**config.mk**
```make
export PLATFORM = sky130hd
export DESIGN_NAME = io_port
export DESIGN_NICKNAME = d
export VERILOG_FILES = /design/src/io_port_pkg.sv /design/src/io_pin_sync.sv /design/src/io_port.sv
export VERILOG_INCLUDE_DIRS = /design/src
export SDC_FILE = /design/constraint.sdc
export NUM_CORES = 1
export LEC_CHECK = 0
export ABC_AREA = 1
export CAP_MARGIN = 20
export CELL_PAD_IN_SITES_DETAIL_PLACEMENT = 2
export CELL_PAD_IN_SITES_GLOBAL_PLACEMENT = 2
export CORE_MARGIN = 5
export CORE_UTILIZATION = 37
export DETAILED_ROUTE_END_ITERATION = 16
export DONT_BUFFER_PORTS = 1
export PLACE_DENSITY_LB_ADDON = 0.1
export SLEW_MARGIN = 20
export SYNTH_ARGS = -nofsm -noshare
export SYNTH_HDL_FRONTEND = slang
export SYNTH_HIERARCHICAL = 1
export SYNTH_SLANG_ARGS = --single-unit
export TNS_END_PERCENT = 30
```
**constraint.sdc**
```tcl
create_clock -name mclk -period 4.81 [get_ports mclk]
set_input_delay 0.2405 -clock mclk [delete_from_list [all_inputs] [get_ports mclk]]
set_output_delay 0.2405 -clock mclk [all_outputs]
set_load 0.01 [all_outputs]
```
**src/io_port_params.svh**
```systemverilog
// Purpose: offsets, field positions, reset values and timing counts of the io port
// Assumes: AXI4-Lite register slave, 32-bit words, byte addresses
// Notes: definitions only
`ifndef IO_PORT_PARAMS_SVH
`define IO_PORT_PARAMS_SVH

`define IOP_ADDR_W         6
`define IOP_OFF_DATA       6'h00
`define IOP_OFF_DIR        6'h04
`define IOP_OFF_PULLUP     6'h08
`define IOP_OFF_KEYPAD     6'h0C
`define IOP_OFF_ACHAN      6'h10
`define IOP_OFF_PINS       6'h14
`define IOP_DIR_RESET      8'h00
`define IOP_PULLUP_RESET   8'h00
`define IOP_KEYPAD_RESET   8'h00
`define IOP_ACHAN_RESET    5'h00
`define IOP_ACHAN_BASE     5'h08
`define IOP_ACHAN_W        5
`define IOP_SYNC_STAGES    2
`define IOP_RESP_OKAY      2'h0
`define IOP_RESP_DECERR    2'h3

`endif

```
**src/io_port_pkg.sv**
```systemverilog
// Purpose: types shared by the io port files
// Assumes: AXI4-Lite with 32-bit data
// Notes: carriers for the register bus channels
package io_port_pkg;

	typedef struct packed {
		logic [31:0] awaddr;
		logic        awvalid;
		logic [31:0] wdata;
		logic [3:0]  wstrb;
		logic        wvalid;
		logic        bready;
		logic [31:0] araddr;
		logic        arvalid;
		logic        rready;
	} axil_req_s;

	typedef struct packed {
		logic        awready;
		logic        wready;
		logic [1:0]  bresp;
		logic        bvalid;
		logic        arready;
		logic [31:0] rdata;
		logic [1:0]  rresp;
		logic        rvalid;
	} axil_rsp_s;

endpackage : io_port_pkg

```
**src/io_pin_sync.sv**
```systemverilog
// Purpose: two-stage synchroniser for the pin levels
// Assumes: single clock mclk
// Notes: first stage feeds only the second stage
`timescale 1ns/1ps
`default_nettype none
module io_pin_sync #(
	parameter int WIDTH = 8
) (
	// clock and reset
	input  wire logic             mclk,
	input  wire logic             rst_n,
	// levels
	input  wire logic [WIDTH-1:0] async_in,
	output var  logic [WIDTH-1:0] sync_out
);
	logic [WIDTH-1:0] stage1;

	always_ff @(posedge mclk) begin
		if (!rst_n) begin
			stage1   <= '0;
			sync_out <= '0;
		end else begin
			stage1   <= async_in;
			sync_out <= stage1;
		end
	end
endmodule : io_pin_sync
`default_nettype wire

```
**src/io_port.sv**
```systemverilog
// Purpose: 8-bit bidirectional io port shared with a keypad irq unit and a converter
// Assumes: 200 MHz mclk, synchronous active-low reset, AXI4-Lite register slave
// Notes: pin enables and pullups are registered, so they lag register writes by one cycle; pin_out follows the latch directly
// Operation
// - eight pins, each with a readable and writable data latch bit
// - reset leaves the data latch contents untouched
// - direction 1 drives the latch onto the pin; 0 makes it an input
// - reset clears all direction bits, every pin starts as input
// - output pins read back the stored latch value
// - input pins read back the present pin level
// - data writes with strobe bit 0 set update the latch, whatever the direction
// - per-pin pullup on inputs; output direction ignores the pullup setting
// - keypad enable bit passes its pin to the keypad irq unit
// - converter channel 8 to 15 forces pin 0 to 7 to analog input
// - pins not selected by the converter remain ordinary digital io
// - pullup drops one cycle after the pin turns output, returns one cycle after it is input again
//
// Design decision made here: register access over AXI4-Lite.
`include "io_port_params.svh"
`timescale 1ns/1ps
`default_nettype none
module io_port #(
	parameter int PINS = 8
) (
	// clock and reset
	input  wire logic                  mclk,
	input  wire logic                  rst_n,
	// register bus
	input  wire io_port_pkg::axil_req_s s_axi_req,
	output var  io_port_pkg::axil_rsp_s s_axi_rsp,
	// pins
	input  wire logic [PINS-1:0]       pin_in,
	output var  logic [PINS-1:0]       pin_out,
	output var  logic [PINS-1:0]       pin_oe_n,
	output var  logic [PINS-1:0]       pin_pullup,
	// neighbouring units
	output var  logic [PINS-1:0]       keypad_inputs,
	output var  logic [PINS-1:0]       keypad_irq_enables,
	output var  logic [PINS-1:0]       analog_inputs_upper
);
	// registers
	logic [PINS-1:0]          port_data_latch;
	logic [PINS-1:0]          port_direction;
	logic [PINS-1:0]          port_pullup_enable;
	logic [`IOP_ACHAN_W-1:0]  analog_channel_select;
	logic [PINS-1:0]          pin_sync;
	logic [PINS-1:0]          analog_pins;
	logic [PINS-1:0]          next_read_port;
	logic                     latch_loaded;

	// bus state
	logic                     awready;
	logic                     wready;
	logic                     bvalid;
	logic [1:0]               bresp;
	logic                     arready;
	logic                     rvalid;
	logic [31:0]              rdata;
	logic [1:0]               rresp;
	logic [`IOP_ADDR_W-1:0]   wr_addr;
	logic [31:0]              wr_data;
	logic [3:0]               wr_strb;
	logic                     aw_held;
	logic                     w_held;
	logic                     wr_commit;
	logic                     wr_hit;
	logic                     aw_take;
	logic                     w_take;
	logic                     ar_take;
	logic [`IOP_ADDR_W-1:0]   ar_addr;

	// one-hot pin chosen by a converter channel, none outside 8..15
	function automatic logic [PINS-1:0] chan_to_pins(input logic [`IOP_ACHAN_W-1:0] ch);
		logic [`IOP_ACHAN_W-1:0] rel;
		chan_to_pins = '0;
		rel = ch - `IOP_ACHAN_BASE;
		if (ch >= `IOP_ACHAN_BASE && rel < `IOP_ACHAN_W'(PINS))
			chan_to_pins[rel[2:0]] = 1'b1;
	endfunction : chan_to_pins

	function automatic logic mapped(input logic [`IOP_ADDR_W-1:0] a);
		mapped = (a == `IOP_OFF_DATA) || (a == `IOP_OFF_DIR) || (a == `IOP_OFF_PULLUP)
			|| (a == `IOP_OFF_KEYPAD) || (a == `IOP_OFF_ACHAN) || (a == `IOP_OFF_PINS);
	endfunction : mapped

	io_pin_sync #(
		.WIDTH    (PINS)
	) u_sync (
		.mclk     (mclk),
		.rst_n    (rst_n),
		.async_in (pin_in),
		.sync_out (pin_sync)
	);

	assign analog_pins    = chan_to_pins(analog_channel_select);
	assign next_read_port = (port_direction & port_data_latch)
		| (~port_direction & pin_sync);

	assign aw_take   = s_axi_req.awvalid && awready;
	assign w_take    = s_axi_req.wvalid && wready;
	assign ar_take   = s_axi_req.arvalid && arready;
	assign wr_commit = aw_held && w_held && !bvalid;
	assign wr_hit    = wr_commit && wr_strb[0];
	assign ar_addr   = s_axi_req.araddr[`IOP_ADDR_W-1:0];

	// write address and data are caught in either order
	always_ff @(posedge mclk) begin
		if (!rst_n) begin
			awready <= 1'b1;
			aw_held <= 1'b0;
			wr_addr <= '0;
		end else if (aw_take) begin
			awready <= 1'b0;
			aw_held <= 1'b1;
			wr_addr <= s_axi_req.awaddr[`IOP_ADDR_W-1:0];
		end else if (bvalid && s_axi_req.bready) begin
			awready <= 1'b1;
		end else if (wr_commit) begin
			aw_held <= 1'b0;
		end
	end

	always_ff @(posedge mclk) begin
		if (!rst_n) begin
			wready  <= 1'b1;
			w_held  <= 1'b0;
			wr_data <= '0;
			wr_strb <= '0;
		end else if (w_take) begin
			wready  <= 1'b0;
			w_held  <= 1'b1;
			wr_data <= s_axi_req.wdata;
			wr_strb <= s_axi_req.wstrb;
		end else if (bvalid && s_axi_req.bready) begin
			wready  <= 1'b1;
		end else if (wr_commit) begin
			w_held  <= 1'b0;
		end
	end

	always_ff @(posedge mclk) begin
		if (!rst_n) begin
			bvalid <= 1'b0;
			bresp  <= `IOP_RESP_OKAY;
		end else if (wr_commit) begin
			bvalid <= 1'b1;
			bresp  <= mapped(wr_addr) ? `IOP_RESP_OKAY : `IOP_RESP_DECERR;
		end else if (s_axi_req.bready) begin
			bvalid <= 1'b0;
		end
	end

	// no reset: latch keeps its contents across reset
	always_ff @(posedge mclk) begin
		if (wr_hit && wr_addr == `IOP_OFF_DATA)
			port_data_latch <= wr_data[PINS-1:0];
	end

	// power-up latch is unknown; checks on its contents wait for a first write
	always_ff @(posedge mclk) begin
		if (wr_hit && wr_addr == `IOP_OFF_DATA)
			latch_loaded <= 1'b1;
	end

	always_ff @(posedge mclk) begin
		if (!rst_n)
			port_direction <= `IOP_DIR_RESET;
		else if (wr_hit && wr_addr == `IOP_OFF_DIR)
			port_direction <= wr_data[PINS-1:0];
	end

	always_ff @(posedge mclk) begin
		if (!rst_n)
			port_pullup_enable <= `IOP_PULLUP_RESET;
		else if (wr_hit && wr_addr == `IOP_OFF_PULLUP)
			port_pullup_enable <= wr_data[PINS-1:0];
	end

	always_ff @(posedge mclk) begin
		if (!rst_n)
			keypad_irq_enables <= `IOP_KEYPAD_RESET;
		else if (wr_hit && wr_addr == `IOP_OFF_KEYPAD)
			keypad_irq_enables <= wr_data[PINS-1:0];
	end

	always_ff @(posedge mclk) begin
		if (!rst_n)
			analog_channel_select <= `IOP_ACHAN_RESET;
		else if (wr_hit && wr_addr == `IOP_OFF_ACHAN)
			analog_channel_select <= wr_data[`IOP_ACHAN_W-1:0];
	end

	// read channel, one access at a time
	always_ff @(posedge mclk) begin
		if (!rst_n) begin
			arready <= 1'b1;
			rvalid  <= 1'b0;
			rdata   <= '0;
			rresp   <= `IOP_RESP_OKAY;
		end else if (ar_take) begin
			arready <= 1'b0;
			rvalid  <= 1'b1;
			rresp   <= mapped(ar_addr) ? `IOP_RESP_OKAY : `IOP_RESP_DECERR;
			unique case (ar_addr)
				`IOP_OFF_DATA:   rdata <= {24'h000000, next_read_port};
				`IOP_OFF_DIR:    rdata <= {24'h000000, port_direction};
				`IOP_OFF_PULLUP: rdata <= {24'h000000, port_pullup_enable};
				`IOP_OFF_KEYPAD: rdata <= {24'h000000, keypad_irq_enables};
				`IOP_OFF_ACHAN:  rdata <= {27'h0000000, analog_channel_select};
				`IOP_OFF_PINS:   rdata <= {24'h000000, pin_sync};
				default:         rdata <= 32'h00000000;
			endcase
		end else if (rvalid && s_axi_req.rready) begin
			arready <= 1'b1;
			rvalid  <= 1'b0;
		end
	end

	assign s_axi_rsp = '{awready: awready, wready: wready, bresp: bresp, bvalid: bvalid,
		arready: arready, rdata: rdata, rresp: rresp, rvalid: rvalid};

	// pin drive; latch goes out unchanged, only the enable gates it
	assign pin_out = port_data_latch;

	always_ff @(posedge mclk) begin
		if (!rst_n) begin
			pin_oe_n            <= '1;
			pin_pullup          <= '0;
			analog_inputs_upper <= '0;
		end else begin
			// converter claim beats direction and latch
			pin_oe_n            <= ~(port_direction & ~analog_pins);
			// pullup only on digital inputs
			pin_pullup          <= port_pullup_enable & ~port_direction
				& ~analog_pins;
			analog_inputs_upper <= analog_pins;
		end
	end

	// analog pins give the keypad unit nothing, avoiding false edges
	always_ff @(posedge mclk) begin
		if (!rst_n)
			keypad_inputs <= '0;
		else
			keypad_inputs <= pin_sync & keypad_irq_enables & ~analog_pins;
	end
endmodule : io_port
`default_nettype wire

```
# Word-level counts from Yosys, hierarchy flattened
# Index checks and enable logic that the tools add are counted.
# word_totals
regBits,143
latch_bits,0
ram_bits,0
rom_bits,0
input_bits,115
memories,0
# classes
add_sub_neg,1
mul,0
div_mod_pow,0
order_cmp,4
eq_ne,12
shift,0
n_mux,19
bitwise,11
n_reduce_logical,36
# ops
cell,n
$and 8x8->8,7
$pmux 8 s6,1
$eq 6x4->1 const B,4
$eq 6x5->1 const B,4
$not 8->8,3
$logic_and 1x1->1,15
$mux 1,14
$eq 6x3->1 const B,2
$logic_not 6->1,2
$reduce_bool 2->1,6
$logic_or 1x1->1,10
$mux 8,1
$or 8x8->8,1
$ge 5x4->1 const B,1
$lt 5x4->1 const B,1
$sub 5x4->5 const B,1
$lt 3x4->1 const B,1
$mux 2,2
$ne 2x2->1 const B,2
$reduce_and 2->1,2
$demux 1 s3,1
$ge 3x1->1 const B,1
$logic_not 1->1,1

# Longest topological paths before layout
# logic_depth
word_depth,9
ltp_mapped,8
depth_no_buf,8

# By module
# Netlist, hierarchy kept.
# modules_own_cells
mod,n_inst,cells_each,area_each_um2,seq_area_each_um2
io_port,1,517,4209.0,2102.0
io_pin_sync,1,50,484.2,320.3

# Least setup slack after synthesis
# OpenSTA, ideal clock, no wires.
# synth_timing
path_kind,register to register
start,reg aw_held
end,"reg port_data_latch[0], in the netlist pin_out[0], enable pin"
arrival_time_ns,1.359
required_ns,4.427
setup_slack_ns,3.067
stages_incl_launch_ff,7
period_less_slack_ns,1.743
cell_sequence,dfxtp_1 nand2_2 nor2_4 nand2_4 inv_6 nand2_1 nor3_1
# synth_via
elab_chain_len,4
# synth_rtl
item,line_no,text
start: declaration,io_port.sv:63,logic aw_held;
start signal: assignment,io_port.sv:110,aw_held <= 1'b0;
start signal: assignment,io_port.sv:114,aw_held <= 1'b1;
start signal: assignment,io_port.sv:119,aw_held <= 1'b0;
$logic_and 1x1->1 (2 in series),io_port.sv:102,assign wr_commit = aw_held && w_held && !bvalid;
$logic_and 1x1->1,io_port.sv:103,assign wr_hit = wr_commit && wr_strb[0];
$logic_and 1x1->1 (no line),-,
end signal: assignment,io_port.sv:156,port_data_latch <= wr_data[PINS-1:0];
end: declaration,io_port.sv:42,logic [PINS-1:0] port_data_latch;
# No other way between the ends.
# A chain may end at the register's enable or synchronous reset.

# Final worst setup path
# layout_timing
start,reg bvalid
end,"reg port_data_latch[5], in the netlist pin_out[5], enable pin"
# layout_via
elab_chain_len,4
# layout_rtl
item,line_no,text
start: declaration,io_port.sv:54,logic bvalid;
start signal: assignment,io_port.sv:143,bvalid <= 1'b0;
start signal: assignment,io_port.sv:146,bvalid <= 1'b1;
start signal: assignment,io_port.sv:149,bvalid <= 1'b0;
$logic_not 1->1,io_port.sv:102,
$logic_and 1x1->1,io_port.sv:102,
$logic_and 1x1->1,io_port.sv:103,
$logic_and 1x1->1 (no line),-,
# No other way between the ends.

==> results.md <==
* Synthesis-to-layout area growth at 16.1%
* Number of design rule violations left after detail routing at 0
* Clock latency on the worst-skew pair at 0.41 ns
* Critical R2R Capture: pin_out[5]
* Slowest cell on crit path: nor3_1
* Period Utilization, post-route at 41.0%
* Total number of cells along the worst setup path at 6
* Vias/cell at approximately 5.0
* H-tree levels at 4
* Family of cells with the greatest summed delay on the critical path: simple AND/OR/NAND/NOR gates
* CTS tree: built
* Reported max-cap violation count at 0
* Postcts setup bufs at 0
* Mapped Area at 4690 um^2
* Clock transition at the register clock pins on the worst setup and hold paths after CTS at 0.05 ns
* Lkg Pwr at 2.17 nW
* Sum of negative setup slack at 0 ns
* Worst path cell trace: nor2_4 > nand2_4 > inv_6 > nand2_1 > nor3_1 > buf_4
* Clock Skew at 0.00772 ns
* DIE WIDTH at 123 um
* Sequential share of power at between 40% and 50%
* Per-instance average area after synthesis at 8.28 um^2
* Reg-to-reg setup timing slack at 2.84 ns
* Starting Density at between 30% and 40%
* R2r worst-path depth at 6
* Min-delay worst type: primary input to flop
* Commonest non-fill, non-tap cell in the layout: dfxtp_1
* Buffer depth of the longest clock path at 2
* Switching power share of the total at 22.4%
* Internal portion of total power at 1.90 mW
* Detailed Route WL at between 10000 and 15000 um
* Core Region at 12500 um^2
* Antenna violations before repair at 0
* Yosys warns at 6
* Fin nets at slightly below 700
* Arrival time at the worst endpoint at about 2.1 ns
* Category of the worst setup path capture point: flop
* Register area at 2420 um^2
* Avg WL per Cell at about 19 um
* Via total after detailed routing at 3790
* Finish-stage setup viols at 0
* Critical path data required time at 4.93 ns
* Filler cell count at ~1400
* Clock sink count at 117
* Switching power of the nets at 0.547 mW
* End point of the critical path: pin_out[5]
* Number of library cell types mapped by synthesis at 35
* Slowest stage delay, CP at 0.49 ns
* Setup repair after global routing missed its margin: no
* Rel. slew slack at 48.7%
* Result of the run: complete, no violations
* Final critical delay including setup and external delays at 1.97 ns
* Final GP Congestion at 0.851
* Sequential area share after synthesis at 51.6%
* Crit Path Max Fanout at 7
* Area used by multi-input combinational logic at 1720 um^2
* Post-layout utilization of the core at 43.5%
* Combinational fraction of design power at 5.5%
* Total power density per cell area at 449 nW/um^2
* Placement Cell Area at 4660 um^2
* 1st-pass router iterations at 4
* ANT nets after route at 0
* Global route overflow at 0
* Number of diodes added for antenna fixing at 0
* Wire length of the first global-routing pass at roughly 23000 um
* # rows at 41
* Cts bufs inserted at 17
* Half-perimeter wire length after detailed placement at 10100 um
* Worst reg2reg startpoint: bvalid
* Synthesized instance count at 567
* Leading cell types in the layout, fill and taps excluded: dfxtp_1, inv_1, nor2_1
* Num ports at 204
* Number of global-route vias before repair at 4276
* Post-Layout Inst Area at ~5400 um^2
* CTS root buffer: clkbuf_16
* Total Routing Usage GR at between 20% and 30%
* Measured slew at the worst slew-check pin at 0.767 ns
* Worst setup path startpoint: bvalid
* Iter 0 DRT Violations at ~160
* Total Power at 2.45 mW
* Proportion of layout cells with a drive suffix above 1 at about a tenth
* Port Buf Inserts at 0
* Post-route worst hold slack at 0.00901 ns
* Clock power share at 51.6%
* Pin count of the biggest net entering global routing at 70
* Final-report max-slew violation count at 0
* Die outline area at 15000 um^2
* Buffers & Inverters on Critical Path at 2
* Number of hold-slack violations in the final timing report at 0
* Type of the worst setup path: flop to flop
* IR Drop Worst-Case VDD at 0.156 mV
* Fmax achieved at between 500 and 600 MHz
* Worst Setup Start Kind: flop
* Die height at 123 um
* Number of register bits inferred by synthesis at 117
-- cell families after synthesis --
family | Yosys count | synth area share (%)
flops | 117 | 51.6
compound gates | 124 | 14.2
buf+inv | 125 | 13.6
other cells | 1 | 0.0799
simple gates | 200 | 20.5
-- area by class of cell --
type                    count  area share, %
clock buffers              29           9.74
repair buffers             19           3.72
inverters                  77           5.40
well taps                 172           3.95
multi-input cells         348           31.5
flip-flops and latches    117           44.5
clock inverters             3           1.19
-- registers in the layout, summed over array words and instances (netlist names), 8 cells and up --
register,count
analog_inputs_upper,8
keypad_inputs,8
keypad_irq_enables,8
pin_oe_n,8
pin_out,8
pin_pullup,8
port_direction,8
port_pullup_enable,8
rdata,8
u_sync/stage1,8
u_sync/sync_out,8
wr_data,8
-- worst register-to-register path, delay by kind of cell (launching register included) --
family,cells,cell delay [ns]
and+or+nand+nor,4,0.89
DFF,1,0.39
buffers and inverters,2,0.39
-- routing by layer --
metal	vias to the layer above	track usage (%)	part of all wire [%]
li1	1821	-	-
met1	1846	22.8	41
met2	99	36.9	51
met3	24	5.67	4.9
met4	0	8.68	2.4
met5	-	0	0
-- through the flow --
step	setup slack, ns	instances
6_report	2.84	765
5_1_grt	2.70	765
4_1_cts	2.76	765
3_5_place_dp	2.79	716
3_3_place_gp	2.81	716
2_1_floorplan	3.07	590
-- power by group through the flow --
stage | registers (mW) | clock network, mW | logic [mW]
global placement | 1.07 | 0 | 0.106
detailed placement | 1.07 | 0 | 0.110
finish | 1.05 | 1.26 | 0.134
global route | 1.05 | 1.33 | 0.153
floorplan | 1.05 | 0 | 0.119
CTS | 1.05 | 1.29 | 0.136
-- synth_stat cells --
library cell	n	area [um^2]
nor3_2	1	10.0
o21ai_1	5	25.0
buf_2	2	10.0
inv_1	74	278
edfxtp_1	8	240
buf_1	2	7.51
nand3_2	2	20.0
inv_6	1	8.76
clkbuf_1	8	30.0
buf_6	4	45.0
buf_12	1	20.0
nor3_1	1	5.00
a21oi_2	2	17.5
nand3_1	19	95.1
a21oi_1	38	190
conb_1	1	3.75
o21ai_2	4	35.0
buf_4	31	233
o21bai_1	3	22.5
nor4_1	16	100
nor2_4	6	67.6
clkinv_1	1	3.75
nand2_2	10	62.6
o21a_1	2	15.0
o211ai_1	1	7.51
dfxtp_1	109	2180
o22ai_1	5	31.3
nand4_1	11	68.8
o21ai_0	64	320
nand2_1	62	233
nand2_4	1	11.3
nor2_2	3	18.8
inv_2	1	3.75
nand3b_4	1	20.0
nor2_1	67	251
-- worst min path at each step --
stage,from,to,cells past startpoint
3_3_place_gp,rst_n,arready,1
3_5_place_dp,rst_n,arready,1
4_1_cts,s_axi_req[74],wr_addr[1],2
2_1_floorplan,pin_in[2],u_sync/stage1[2],2
5_1_grt,s_axi_req[44],wr_data[4],2
6_report,s_axi_req[44],wr_data[4],2
-- repair_timing --
action / CTS / global route
hold endpoints to repair: 70 / 0
resized for setup: 0 / 0
hold buffers: 17 / 0
No activity file was read; power rests on OpenSTA's default activity.
